**src/core/smsp_defines.vh**
```
`ifndef SMSP_DEFINES_VH
`define SMSP_DEFINES_VH

// Register indices; the byte address of each register is four times its index.
`define SMSP_IDX_CTRL      10'h0D2
`define SMSP_IDX_DATA      10'h0D3
`define SMSP_IDX_STAT      10'h0D4
`define SMSP_IDX_AUX       10'h0D5

// Field positions of the serial control register.
`define SMSP_CR_EN         7
`define SMSP_CR_LSB        6
`define SMSP_CR_MS         5
`define SMSP_CR_CLOCK_IDLE_LEVEL       4
`define SMSP_CR_CLOCK_SAMPLE_PHASE       3
`define SMSP_CR_DBL        2
`define SMSP_CR_RATE_HI    1
`define SMSP_CR_RATE_LO    0

// Field positions of the serial status register.
`define SMSP_SR_DONE       7
`define SMSP_SR_WRITE_COLLISION_FLAG       6
`define SMSP_SR_SSRISE     5
`define SMSP_SR_TWOPIN     3
`define SMSP_SR_SELECT_PIN_ENABLE      2
`define SMSP_SR_TRANSMIT_ENABLE      1
`define SMSP_SR_RECEIVE_ENABLE      0
`define SMSP_SR_WMASK      8'h0F

// Field positions of the auxiliary register.
`define SMSP_AX_IE         0
`define SMSP_AX_SSDIR      1
`define SMSP_AX_SSOUT      2
`define SMSP_AX_WMASK      8'h07

// Reset values.
`define SMSP_RST_BYTE      8'h00

// Bit and edge counts of one exchange.
`define SMSP_LAST_BIT      4'h7
`define SMSP_LAST_EDGE     5'h0F

// Half periods of SCK in system clocks, indexed by {double, rate}.
`define SMSP_HALF_4        7'h02
`define SMSP_HALF_16       7'h08
`define SMSP_HALF_64       7'h20
`define SMSP_HALF_128      7'h40
`define SMSP_HALF_2        7'h01
`define SMSP_HALF_8        7'h04
`define SMSP_HALF_32       7'h10

`endif

```
**src/core/smsp_core.v**
```verilog
`timescale 1ns/1ns
`include "smsp_defines.vh"

module smsp_core (
  input  wire        pclk,
  input  wire        presetn,
  input  wire        psel,
  input  wire        penable,
  input  wire        pwrite,
  input  wire [11:0] paddr,
  input  wire [31:0] pwdata,
  output reg  [31:0] prdata,
  output reg         pready,
  output reg         pslverr,
  input  wire        irq_ack,
  output reg         irq,
  input  wire        sck_i,
  output reg         sck_o,
  output reg         sck_oe_n,
  input  wire        mosi_i,
  output reg         mosi_o,
  output reg         mosi_oe_n,
  input  wire        miso_i,
  output reg         miso_o,
  output reg         miso_oe_n,
  input  wire        ss_n_i,
  output reg         ss_n_o,
  output reg         ss_n_oe_n
);

  //////////////////////////////////////////////////////////////////////////////
  // Helper functions.

  // Tells whether the bus address hits a given register index.
  function hit;
    input [11:0] addr;
    input [9:0]  idx;
    begin
      hit = (addr[11:2] == idx) && (addr[1:0] == 2'b00);
    end
  endfunction

  // Gives the SCK half period in system clocks for the rate fields.
  function [6:0] half_period;
    input       dbl;
    input [1:0] rate;
    begin
      case ({dbl, rate})
        3'b000:  half_period = `SMSP_HALF_4;
        3'b001:  half_period = `SMSP_HALF_16;
        3'b010:  half_period = `SMSP_HALF_64;
        3'b011:  half_period = `SMSP_HALF_128;
        3'b100:  half_period = `SMSP_HALF_2;
        3'b101:  half_period = `SMSP_HALF_8;
        3'b110:  half_period = `SMSP_HALF_32;
        default: half_period = `SMSP_HALF_64;
      endcase
    end
  endfunction

  //////////////////////////////////////////////////////////////////////////////
  // Declarations.

  reg  [7:0] ctrl_q;
  reg  [7:0] stat_q;
  reg  [7:0] aux_q;
  reg  [7:0] tx_q;
  reg  [7:0] rx_q;
  reg  [7:0] rxbuf_q;
  reg        arm_q;
  reg        run_q;
  reg        sck_q;
  reg  [3:0] bit_cnt_q;
  reg  [4:0] edge_cnt_q;
  reg  [6:0] div_cnt_q;
  reg        sck_s1_q;
  reg        sck_s2_q;
  reg        sck_s3_q;
  reg        mosi_s1_q;
  reg        mosi_s2_q;
  reg        miso_s1_q;
  reg        miso_s2_q;
  reg        ss_s1_q;
  reg        ss_s2_q;
  reg        ss_s3_q;
  reg  [7:0] rx_d;
  reg        transfer_done_flag_d;

  wire       acc;
  wire       wr_ctrl;
  wire       wr_data;
  wire       wr_stat;
  wire       wr_aux;
  wire       rd_stat;
  wire       data_acc;
  wire       mapped;
  wire       en;
  wire       is_master;
  wire       lsb_first;
  wire       clock_idle_level;
  wire       clock_sample_phase;
  wire       select_pin_enable;
  wire       ss_dir_out;
  wire       ss_eff;
  wire       ss_is_input;
  wire       mode_fault;
  wire       slave_act;
  wire       slave_drop;
  wire       busy;
  wire [6:0] half;
  wire       tick;
  wire       sck_rise;
  wire       sck_fall;
  wire       lead;
  wire       trail;
  wire       sample;
  wire       setup;
  wire       din;
  wire       done;
  wire       tx_bit;
  wire       transfer_done_flag_clr;
  wire       write_collision_flag_clr;

  //////////////////////////////////////////////////////////////////////////////
  // Input synchronisers; the first stage feeds only the second.

  // Pins from the link pass two flops; a third stage finds edges.
  always @(posedge pclk or negedge presetn)
  begin
    if (!presetn)
    begin
      sck_s1_q  <= 1'b0;
      sck_s2_q  <= 1'b0;
      sck_s3_q  <= 1'b0;
      mosi_s1_q <= 1'b0;
      mosi_s2_q <= 1'b0;
      miso_s1_q <= 1'b0;
      miso_s2_q <= 1'b0;
      ss_s1_q   <= 1'b1;
      ss_s2_q   <= 1'b1;
      ss_s3_q   <= 1'b1;
    end
    else
    begin
      sck_s1_q  <= sck_i;
      sck_s2_q  <= sck_s1_q;
      sck_s3_q  <= sck_s2_q;
      mosi_s1_q <= mosi_i;
      mosi_s2_q <= mosi_s1_q;
      miso_s1_q <= miso_i;
      miso_s2_q <= miso_s1_q;
      ss_s1_q   <= ss_n_i;
      ss_s2_q   <= ss_s1_q;
      ss_s3_q   <= ss_s2_q;
    end
  end

  //////////////////////////////////////////////////////////////////////////////
  // Bus decode.

  // A transfer takes effect in the access cycle in which pready is high.
  assign acc      = psel & penable & pready;
  assign mapped   = hit(paddr, `SMSP_IDX_CTRL) | hit(paddr, `SMSP_IDX_DATA) |
                    hit(paddr, `SMSP_IDX_STAT) | hit(paddr, `SMSP_IDX_AUX);
  assign wr_ctrl  = acc & pwrite & hit(paddr, `SMSP_IDX_CTRL);
  assign wr_data  = acc & pwrite & hit(paddr, `SMSP_IDX_DATA);
  assign wr_stat  = acc & pwrite & hit(paddr, `SMSP_IDX_STAT);
  assign wr_aux   = acc & pwrite & hit(paddr, `SMSP_IDX_AUX);
  assign rd_stat  = acc & ~pwrite & hit(paddr, `SMSP_IDX_STAT);
  assign data_acc = acc & hit(paddr, `SMSP_IDX_DATA);

  //////////////////////////////////////////////////////////////////////////////
  // Mode and select decoding.

  // Control fields and the effective select level.
  assign en          = ctrl_q[`SMSP_CR_EN];
  assign is_master   = ctrl_q[`SMSP_CR_MS];
  assign lsb_first   = ctrl_q[`SMSP_CR_LSB];
  assign clock_idle_level        = ctrl_q[`SMSP_CR_CLOCK_IDLE_LEVEL];
  assign clock_sample_phase        = ctrl_q[`SMSP_CR_CLOCK_SAMPLE_PHASE];
  assign select_pin_enable       = stat_q[`SMSP_SR_SELECT_PIN_ENABLE];
  assign ss_dir_out  = aux_q[`SMSP_AX_SSDIR];
  assign ss_eff      = select_pin_enable ? ss_s2_q : is_master;
  assign ss_is_input = select_pin_enable & (~is_master | ~ss_dir_out);
  assign mode_fault  = en & is_master & select_pin_enable & ~ss_dir_out & ~ss_s2_q;
  assign slave_act   = en & ~is_master & ~ss_eff;
  assign slave_drop  = en & ~is_master & ss_eff;
  assign busy        = run_q | (bit_cnt_q != 4'h0);

  //////////////////////////////////////////////////////////////////////////////
  // Clock edge events.

  // Master edges come from the divider, slave edges from the synced SCK.
  assign half     = half_period(ctrl_q[`SMSP_CR_DBL],
                                ctrl_q[`SMSP_CR_RATE_HI:`SMSP_CR_RATE_LO]);
  assign tick     = run_q & (div_cnt_q == (half - 7'h01));
  assign sck_rise = sck_s2_q & ~sck_s3_q;
  assign sck_fall = ~sck_s2_q & sck_s3_q;
  assign lead     = is_master ? (tick & ~edge_cnt_q[0])
                              : (slave_act & (clock_idle_level ? sck_fall : sck_rise));
  assign trail    = is_master ? (tick & edge_cnt_q[0])
                              : (slave_act & (clock_idle_level ? sck_rise : sck_fall));
  assign sample   = clock_sample_phase ? trail : lead;
  assign setup    = clock_sample_phase ? lead : trail;
  assign din      = stat_q[`SMSP_SR_RECEIVE_ENABLE] &
                    (is_master ? miso_s2_q : mosi_s2_q);
  assign done     = is_master ? (tick & (edge_cnt_q == `SMSP_LAST_EDGE))
                              : (sample & (bit_cnt_q == `SMSP_LAST_BIT));
  assign tx_bit   = lsb_first ? tx_q[0] : tx_q[7];

  // Next receive shift value, with the sampled bit entering per bit order.
  always @*
  begin
    rx_d = rx_q;
    if (sample)
    begin
      if (lsb_first)
        rx_d = {din, rx_q[7:1]};
      else
        rx_d = {rx_q[6:0], din};
    end
  end

  //////////////////////////////////////////////////////////////////////////////
  // Shift engine.

  // Runs one exchange; select loss, mode fault or disable abort it.
  always @(posedge pclk or negedge presetn)
  begin
    if (!presetn)
    begin
      run_q      <= 1'b0;
      sck_q      <= 1'b0;
      bit_cnt_q  <= 4'h0;
      edge_cnt_q <= 5'h00;
      div_cnt_q  <= 7'h00;
      tx_q       <= `SMSP_RST_BYTE;
      rx_q       <= `SMSP_RST_BYTE;
      rxbuf_q    <= `SMSP_RST_BYTE;
    end
    else if (!en || slave_drop || mode_fault)
    begin
      run_q      <= 1'b0;
      sck_q      <= clock_idle_level;
      bit_cnt_q  <= 4'h0;
      edge_cnt_q <= 5'h00;
      div_cnt_q  <= 7'h00;
      rx_q       <= `SMSP_RST_BYTE;
      if (wr_data && !busy)
        tx_q <= pwdata[7:0];
    end
    else if (wr_data && !busy)
    begin
      tx_q       <= pwdata[7:0];
      run_q      <= is_master;
      sck_q      <= clock_idle_level;
      bit_cnt_q  <= 4'h0;
      edge_cnt_q <= 5'h00;
      div_cnt_q  <= 7'h00;
    end
    else
    begin
      if (tick)
      begin
        sck_q      <= ~sck_q;
        edge_cnt_q <= edge_cnt_q + 5'h01;
        div_cnt_q  <= 7'h00;
      end
      else if (run_q)
        div_cnt_q <= div_cnt_q + 7'h01;
      if (!run_q)
        sck_q <= clock_idle_level;
      rx_q <= rx_d;
      if (sample)
        bit_cnt_q <= bit_cnt_q + 4'h1;
      // The first bit is already on the line, so shifting waits for a sample.
      if (setup && (bit_cnt_q != 4'h0))
      begin
        if (lsb_first)
          tx_q <= {1'b0, tx_q[7:1]};
        else
          tx_q <= {tx_q[6:0], 1'b0};
      end
      if (done)
      begin
        run_q     <= 1'b0;
        sck_q     <= clock_idle_level;
        bit_cnt_q <= 4'h0;
        rxbuf_q   <= rx_d;
      end
    end
  end

  //////////////////////////////////////////////////////////////////////////////
  // Registers and flags.

  // Status read arms the clear; the next data access clears the collision flag, and the done flag while interrupts are off.
  assign transfer_done_flag_clr = (data_acc & arm_q & ~aux_q[`SMSP_AX_IE]) |
                    (irq_ack & aux_q[`SMSP_AX_IE]);
  assign write_collision_flag_clr = data_acc & arm_q;

  // Next done flag; a setting event wins over a clear.
  always @*
  begin
    transfer_done_flag_d = done | mode_fault | (stat_q[`SMSP_SR_DONE] & ~transfer_done_flag_clr);
  end

  // Software registers; hardware flags are set over any clear.
  always @(posedge pclk or negedge presetn)
  begin
    if (!presetn)
    begin
      ctrl_q <= `SMSP_RST_BYTE;
      stat_q <= `SMSP_RST_BYTE;
      aux_q  <= `SMSP_RST_BYTE;
      arm_q  <= 1'b0;
    end
    else
    begin
      if (wr_ctrl)
        ctrl_q <= pwdata[7:0];
      if (mode_fault)
        ctrl_q[`SMSP_CR_MS] <= 1'b0;
      if (wr_aux)
        aux_q <= pwdata[7:0] & `SMSP_AX_WMASK;
      if (wr_stat)
        stat_q[3:0] <= pwdata[3:0];
      stat_q[`SMSP_SR_DONE] <= transfer_done_flag_d;
      stat_q[`SMSP_SR_WRITE_COLLISION_FLAG] <= (wr_data & busy) |
                               (stat_q[`SMSP_SR_WRITE_COLLISION_FLAG] & ~write_collision_flag_clr);
      stat_q[`SMSP_SR_SSRISE] <= (ss_is_input & ss_s2_q & ~ss_s3_q) |
                                 (stat_q[`SMSP_SR_SSRISE] &
                                  ~(wr_stat & ~pwdata[`SMSP_SR_SSRISE]));
      stat_q[4] <= 1'b0;
      if (rd_stat)
        arm_q <= 1'b1;
      else if (data_acc)
        arm_q <= 1'b0;
    end
  end

  //////////////////////////////////////////////////////////////////////////////
  // Bus slave.

  // One wait state: pready rises in the second access cycle.
  always @(posedge pclk or negedge presetn)
  begin
    if (!presetn)
    begin
      pready  <= 1'b0;
      pslverr <= 1'b0;
      prdata  <= 32'h00000000;
    end
    else
    begin
      pready  <= psel & penable & ~pready;
      pslverr <= psel & penable & ~pready & ~mapped;
      if (psel && penable && !pready && !pwrite)
      begin
        if (hit(paddr, `SMSP_IDX_CTRL))
          prdata <= {24'h000000, ctrl_q};
        else if (hit(paddr, `SMSP_IDX_DATA))
          prdata <= {24'h000000, rxbuf_q};
        else if (hit(paddr, `SMSP_IDX_STAT))
          prdata <= {24'h000000, stat_q};
        else if (hit(paddr, `SMSP_IDX_AUX))
          prdata <= {24'h000000, aux_q};
        else
          prdata <= 32'h00000000;
      end
    end
  end

  //////////////////////////////////////////////////////////////////////////////
  // Pin and interrupt outputs.

  // Every pin output is registered; enables are low while driving.
  always @(posedge pclk or negedge presetn)
  begin
    if (!presetn)
    begin
      sck_o     <= 1'b0;
      sck_oe_n  <= 1'b1;
      mosi_o    <= 1'b0;
      mosi_oe_n <= 1'b1;
      miso_o    <= 1'b0;
      miso_oe_n <= 1'b1;
      ss_n_o    <= 1'b1;
      ss_n_oe_n <= 1'b1;
      irq       <= 1'b0;
    end
    else
    begin
      sck_o     <= sck_q;
      sck_oe_n  <= ~(en & is_master);
      mosi_o    <= tx_bit;
      mosi_oe_n <= ~(en & is_master & stat_q[`SMSP_SR_TRANSMIT_ENABLE]);
      miso_o    <= tx_bit;
      miso_oe_n <= ~(slave_act & stat_q[`SMSP_SR_TRANSMIT_ENABLE]);
      ss_n_o    <= aux_q[`SMSP_AX_SSOUT];
      ss_n_oe_n <= ~(is_master & select_pin_enable & ss_dir_out);
      irq       <= transfer_done_flag_d & aux_q[`SMSP_AX_IE];
    end
  end

endmodule // smsp_core

```
**config.mk**
```make
export PLATFORM = sky130hd
export DESIGN_NAME = smsp_core
export DESIGN_NICKNAME = d
export VERILOG_FILES = /design/src/core/smsp_core.v
export VERILOG_INCLUDE_DIRS = /design/src /design/src/core
export SDC_FILE = /design/constraint.sdc
export NUM_CORES = 1
export LEC_CHECK = 0
export ABC_AREA = 1
export BUFFER_PORTS_ARGS = -buffer_cell sky130_fd_sc_hd__buf_2
export CAP_MARGIN = 15
export CORE_UTILIZATION = 30
export CTS_CLUSTER_DIAMETER = 30
export DETAILED_ROUTE_END_ITERATION = 8
export PLACE_DENSITY = 0.59
export REMOVE_ABC_BUFFERS = 1
export SLEW_MARGIN = 10
export SYNTH_ARGS = -nofsm -noshare
export SYNTH_HDL_FRONTEND = slang
export SYNTH_SLANG_ARGS = --single-unit
export TNS_END_PERCENT = 1
```
**constraint.sdc**
```tcl
create_clock -name pclk -period 2.63 [get_ports pclk]
set_clock_uncertainty 0.15 [all_clocks]
set_input_delay 0.263 -clock pclk [delete_from_list [all_inputs] [get_ports pclk]]
set_output_delay 0.263 -clock pclk [all_outputs]
set_load 0.02 [all_outputs]
```
==> flow_summary_export.csv <==
group,metric,value,unit
cells_and_area,fin_nets,710,
clock_tree,postCtsSetupRepairBufs,0,
grt,use_met3,0.03965,
yosys,synthTopCellsByArea,"dfrtp_1, nand2_1, inv_1",
yosys,synth_flop_cell,"dfrtp_1",
cells_and_area,finalCoreUtilization,0.3631,
yosys,synth_top_area_frac,0.4254,
pwr,p_leak,0.002744,uW
timing,worstMarginPinSlew,0.6066,ns
timing,setup_ws,0.3498,ns
worst_setup_path,crit_path_start_kind,"flop",
place,placed_area,0.005182,mm^2
timing,rsz0062_at_grt,"false",
place,hpwl,8432,um
min_path,hp-class,"in -> reg",
grt,use_met1,0.2059,
yosys,synth.most_common_cell,"nand2_1",
detailed_routing,drt-wirelength-per-cell,12.96,um
run,drv_cap,0,
timing,drv_slew,0,
yosys,async_flop_share,1.000,
worst_setup_path,cpMaxStageDelayCell,"dfrtp_1",
worst_setup_path,path_class,"reg -> reg",
place,pre_cts_slack,0.3465,ns
timing,max_freq,438.6,MHz
grt,first_global_vias,3707,
yosys,synth_edf_count,0,
worst_setup_path,endpoint_kind,"flop",
place,gp_congestion,0.7939,
clock_tree,clockBufferDepth,2,
clock_tree,cts_root_buffer,"clkbuf_16",
timing,tns,0,ns
yosys,synthDistinctLibCells,45,
detailed_routing,routed_wirelength,11240,um
grt,grt_pass1_wl,18830,um
yosys,synth_top_area_cell,"dfrtp_1",
detailed_routing,vias,3888,
pwr,peakVddDrop,0.0003067,V
place,io_buffers,48,
floorplanning,rows,45,
detailed_routing,viasPerCell,4.484,
yosys,seq_area_frac_synth,0.4695,
grt,grt-ovfl-total,0,
worst_setup_path,critPathArrivalTime,2.39,ns
grt,busiest_layer,"met2",
clock_tree,cts_buffers,9,
detailed_routing,drc,0,
grt,grt_max_degree,46,
worst_setup_path,path_delay_family,"simple AND/OR/NAND/NOR gates",
worst_setup_path,required,2.74,ns
timing,layout_min_cycle_time,2.280,ns
cells_and_area,area_delta_synth_final,17.15,%
timing,hold_violations,0,
cells_and_area,layout-drive-gt1-share,0.1784,
floorplanning,die_height,128.0,um
detailed_routing,first_pass_iters,5,
pwr,p_per_area,697.2,mW/mm^2
worst_setup_path,cp_max_fo,16,
grt,antenna_found_initial,0,
clock_tree,clk_latency,0.36,ns
worst_setup_path,path_cells,"inv_2 -> nand2_1 -> nand3_1 -> nor2_2 -> nand3_2 -> nor2_4 -> nand4_1 -> nand3_1 -> nand3_2 -> o21ai_4 -> nand2_1 -> o21ai_0",
detailed_routing,drtIter0Drc,243,
clock_tree,clk_pin_slew,0.07,ns
grt,grt_use_total,0.1510,
timing,fin_crit_sh,0.8670,
status,status,"finished clean",
floorplanning,start_util,0.3100,
worst_setup_path,cpPeakStageDelay,0.54,ns
yosys,ys_top_cells_by_count,"nand2_1, inv_1, dfrtp_1",
yosys,netlist_area,0.004765,mm^2
timing,slew_headroom,0.5956,
yosys,yosysWarnings,0,
clock_tree,cts_num_sinks,89,
grt,grt_use_met2,0.2353,
floorplanning,coreArea,0.01537,mm^2
detailed_routing,drtAntennaViolNets,0,
cells_and_area,diodes,0,
cells_and_area,fin_area,0.005582,mm^2
floorplanning,die-area,0.01639,mm^2
clock_tree,cts_max_level,3,
floorplanning,num_io_pins,97,
timing,setup_viol,0,
floorplanning,die_width,128.0,um
worst_setup_path,critPathBufInv,1,
yosys,ys_ff_latch,89,
yosys,synth_cells,584,
cells_and_area,final.fill_count,1599,
clock_tree,cts_tree,"built",
yosys,syn-mean-instance-area,8.159,um^2
layout by cell type, fill, tap and decap left out, drive strengths merged, types with 2 or more instances in the layout:
cell type,synthesis,final
a211oi,2,2
a21oi,18,18
a221oi,2,2
a41oi,2,2
and3,2,2
buf,33,59
clkbuf,5,10
clkinvlp,0,2
conb,1,24
dfrtp,81,81
dfstp,8,8
dlygate4sd3,0,12
ha,5,5
inv,87,90
nand2,142,142
nand3,51,51
nand4,7,7
nor2,36,36
nor3,8,8
nor4,5,5
o2111ai,2,2
o211ai,6,6
o21ai,64,64
o22ai,5,5
or2,2,2
xor2,4,4
sequential cells by signal, indices dropped and copies added (netlist names), 5 cells and up:
| register | flops |
|---|---|
| rxbuf_q | 8 |
| stat_q | 7 |
| prdata | 8 |
| div_cnt_q | 7 |
| ctrl_q | 8 |
| tx_q | 8 |
| edge_cnt_q | 5 |
| rx_q | 8 |
cells by family after synthesis:
logic type      Yosys count  synth area share
simple gates            253            0.2492
buf+inv                 125            0.1253
compound gates          107            0.1347
flops                    89            0.4695
fa+ha+maj                 5           0.01313
xor+xnor                  4          0.007352
other cells               1         0.0007871
layer usage:
metal,part of all wire,up-vias
li1,-,1983
met1,0.49,1820
met2,0.46,77
met3,0.044,8
met4,0.011,0
met5,0,-
worst paths after layout:
kind                           start          to  slack (ns)  cells past startpoint
setup / recovery           ctrl_q[1]     tx_q[5]        0.35                     12
hold / removal             pwdata[7]   ctrl_q[7]        0.03                      3
setup reg to reg           ctrl_q[1]     tx_q[5]        0.35                     12
hold reg to reg             sck_s1_q    sck_s2_q        0.20                      0
max in group asynchronous    presetn      ss_n_o        1.30                      3
min in group asynchronous    presetn  rxbuf_q[6]        0.32                      2
layout make-up:
cell class                      instances  area, um^2  area share
Clock buffer                           10       229.0     0.04102
Tap cell                              211       264.0     0.04730
Sequential cell                        89        2237      0.4008
Timing Repair Buffer                   71       457.9     0.08204
Inverter                               87       326.6     0.05851
Clock inverter                          6       50.05    0.008967
Multi-Input combinational cell        393        2017      0.3614
report_power, final:
part           total, uW  switching (uW)  internal [uW]
Combinational        875             555            320
Sequential          1780             178           1600
Clock               1240             584            653
metrics by stage:
stage               power, uW  hold WS (ns)  std cells
floorplan                2407       -0.1826        569
global placement         2657        0.1673        839
detailed placement       2675        0.1731        839
CTS                      3936       0.03569        867
global route             4165       0.02626        867
finish                   3891       0.03164        867
tightest hold or removal path, stage by stage:
cell and delay (ns):
buf_2 0.13, a21oi_1 0.07, inv_1 0.04
repair_timing:
action	CTS	global route
hold buffers	12	0
resized for setup	0	0
endpoints found under the hold margin	52	0
(Power assumes the default switching activity.)
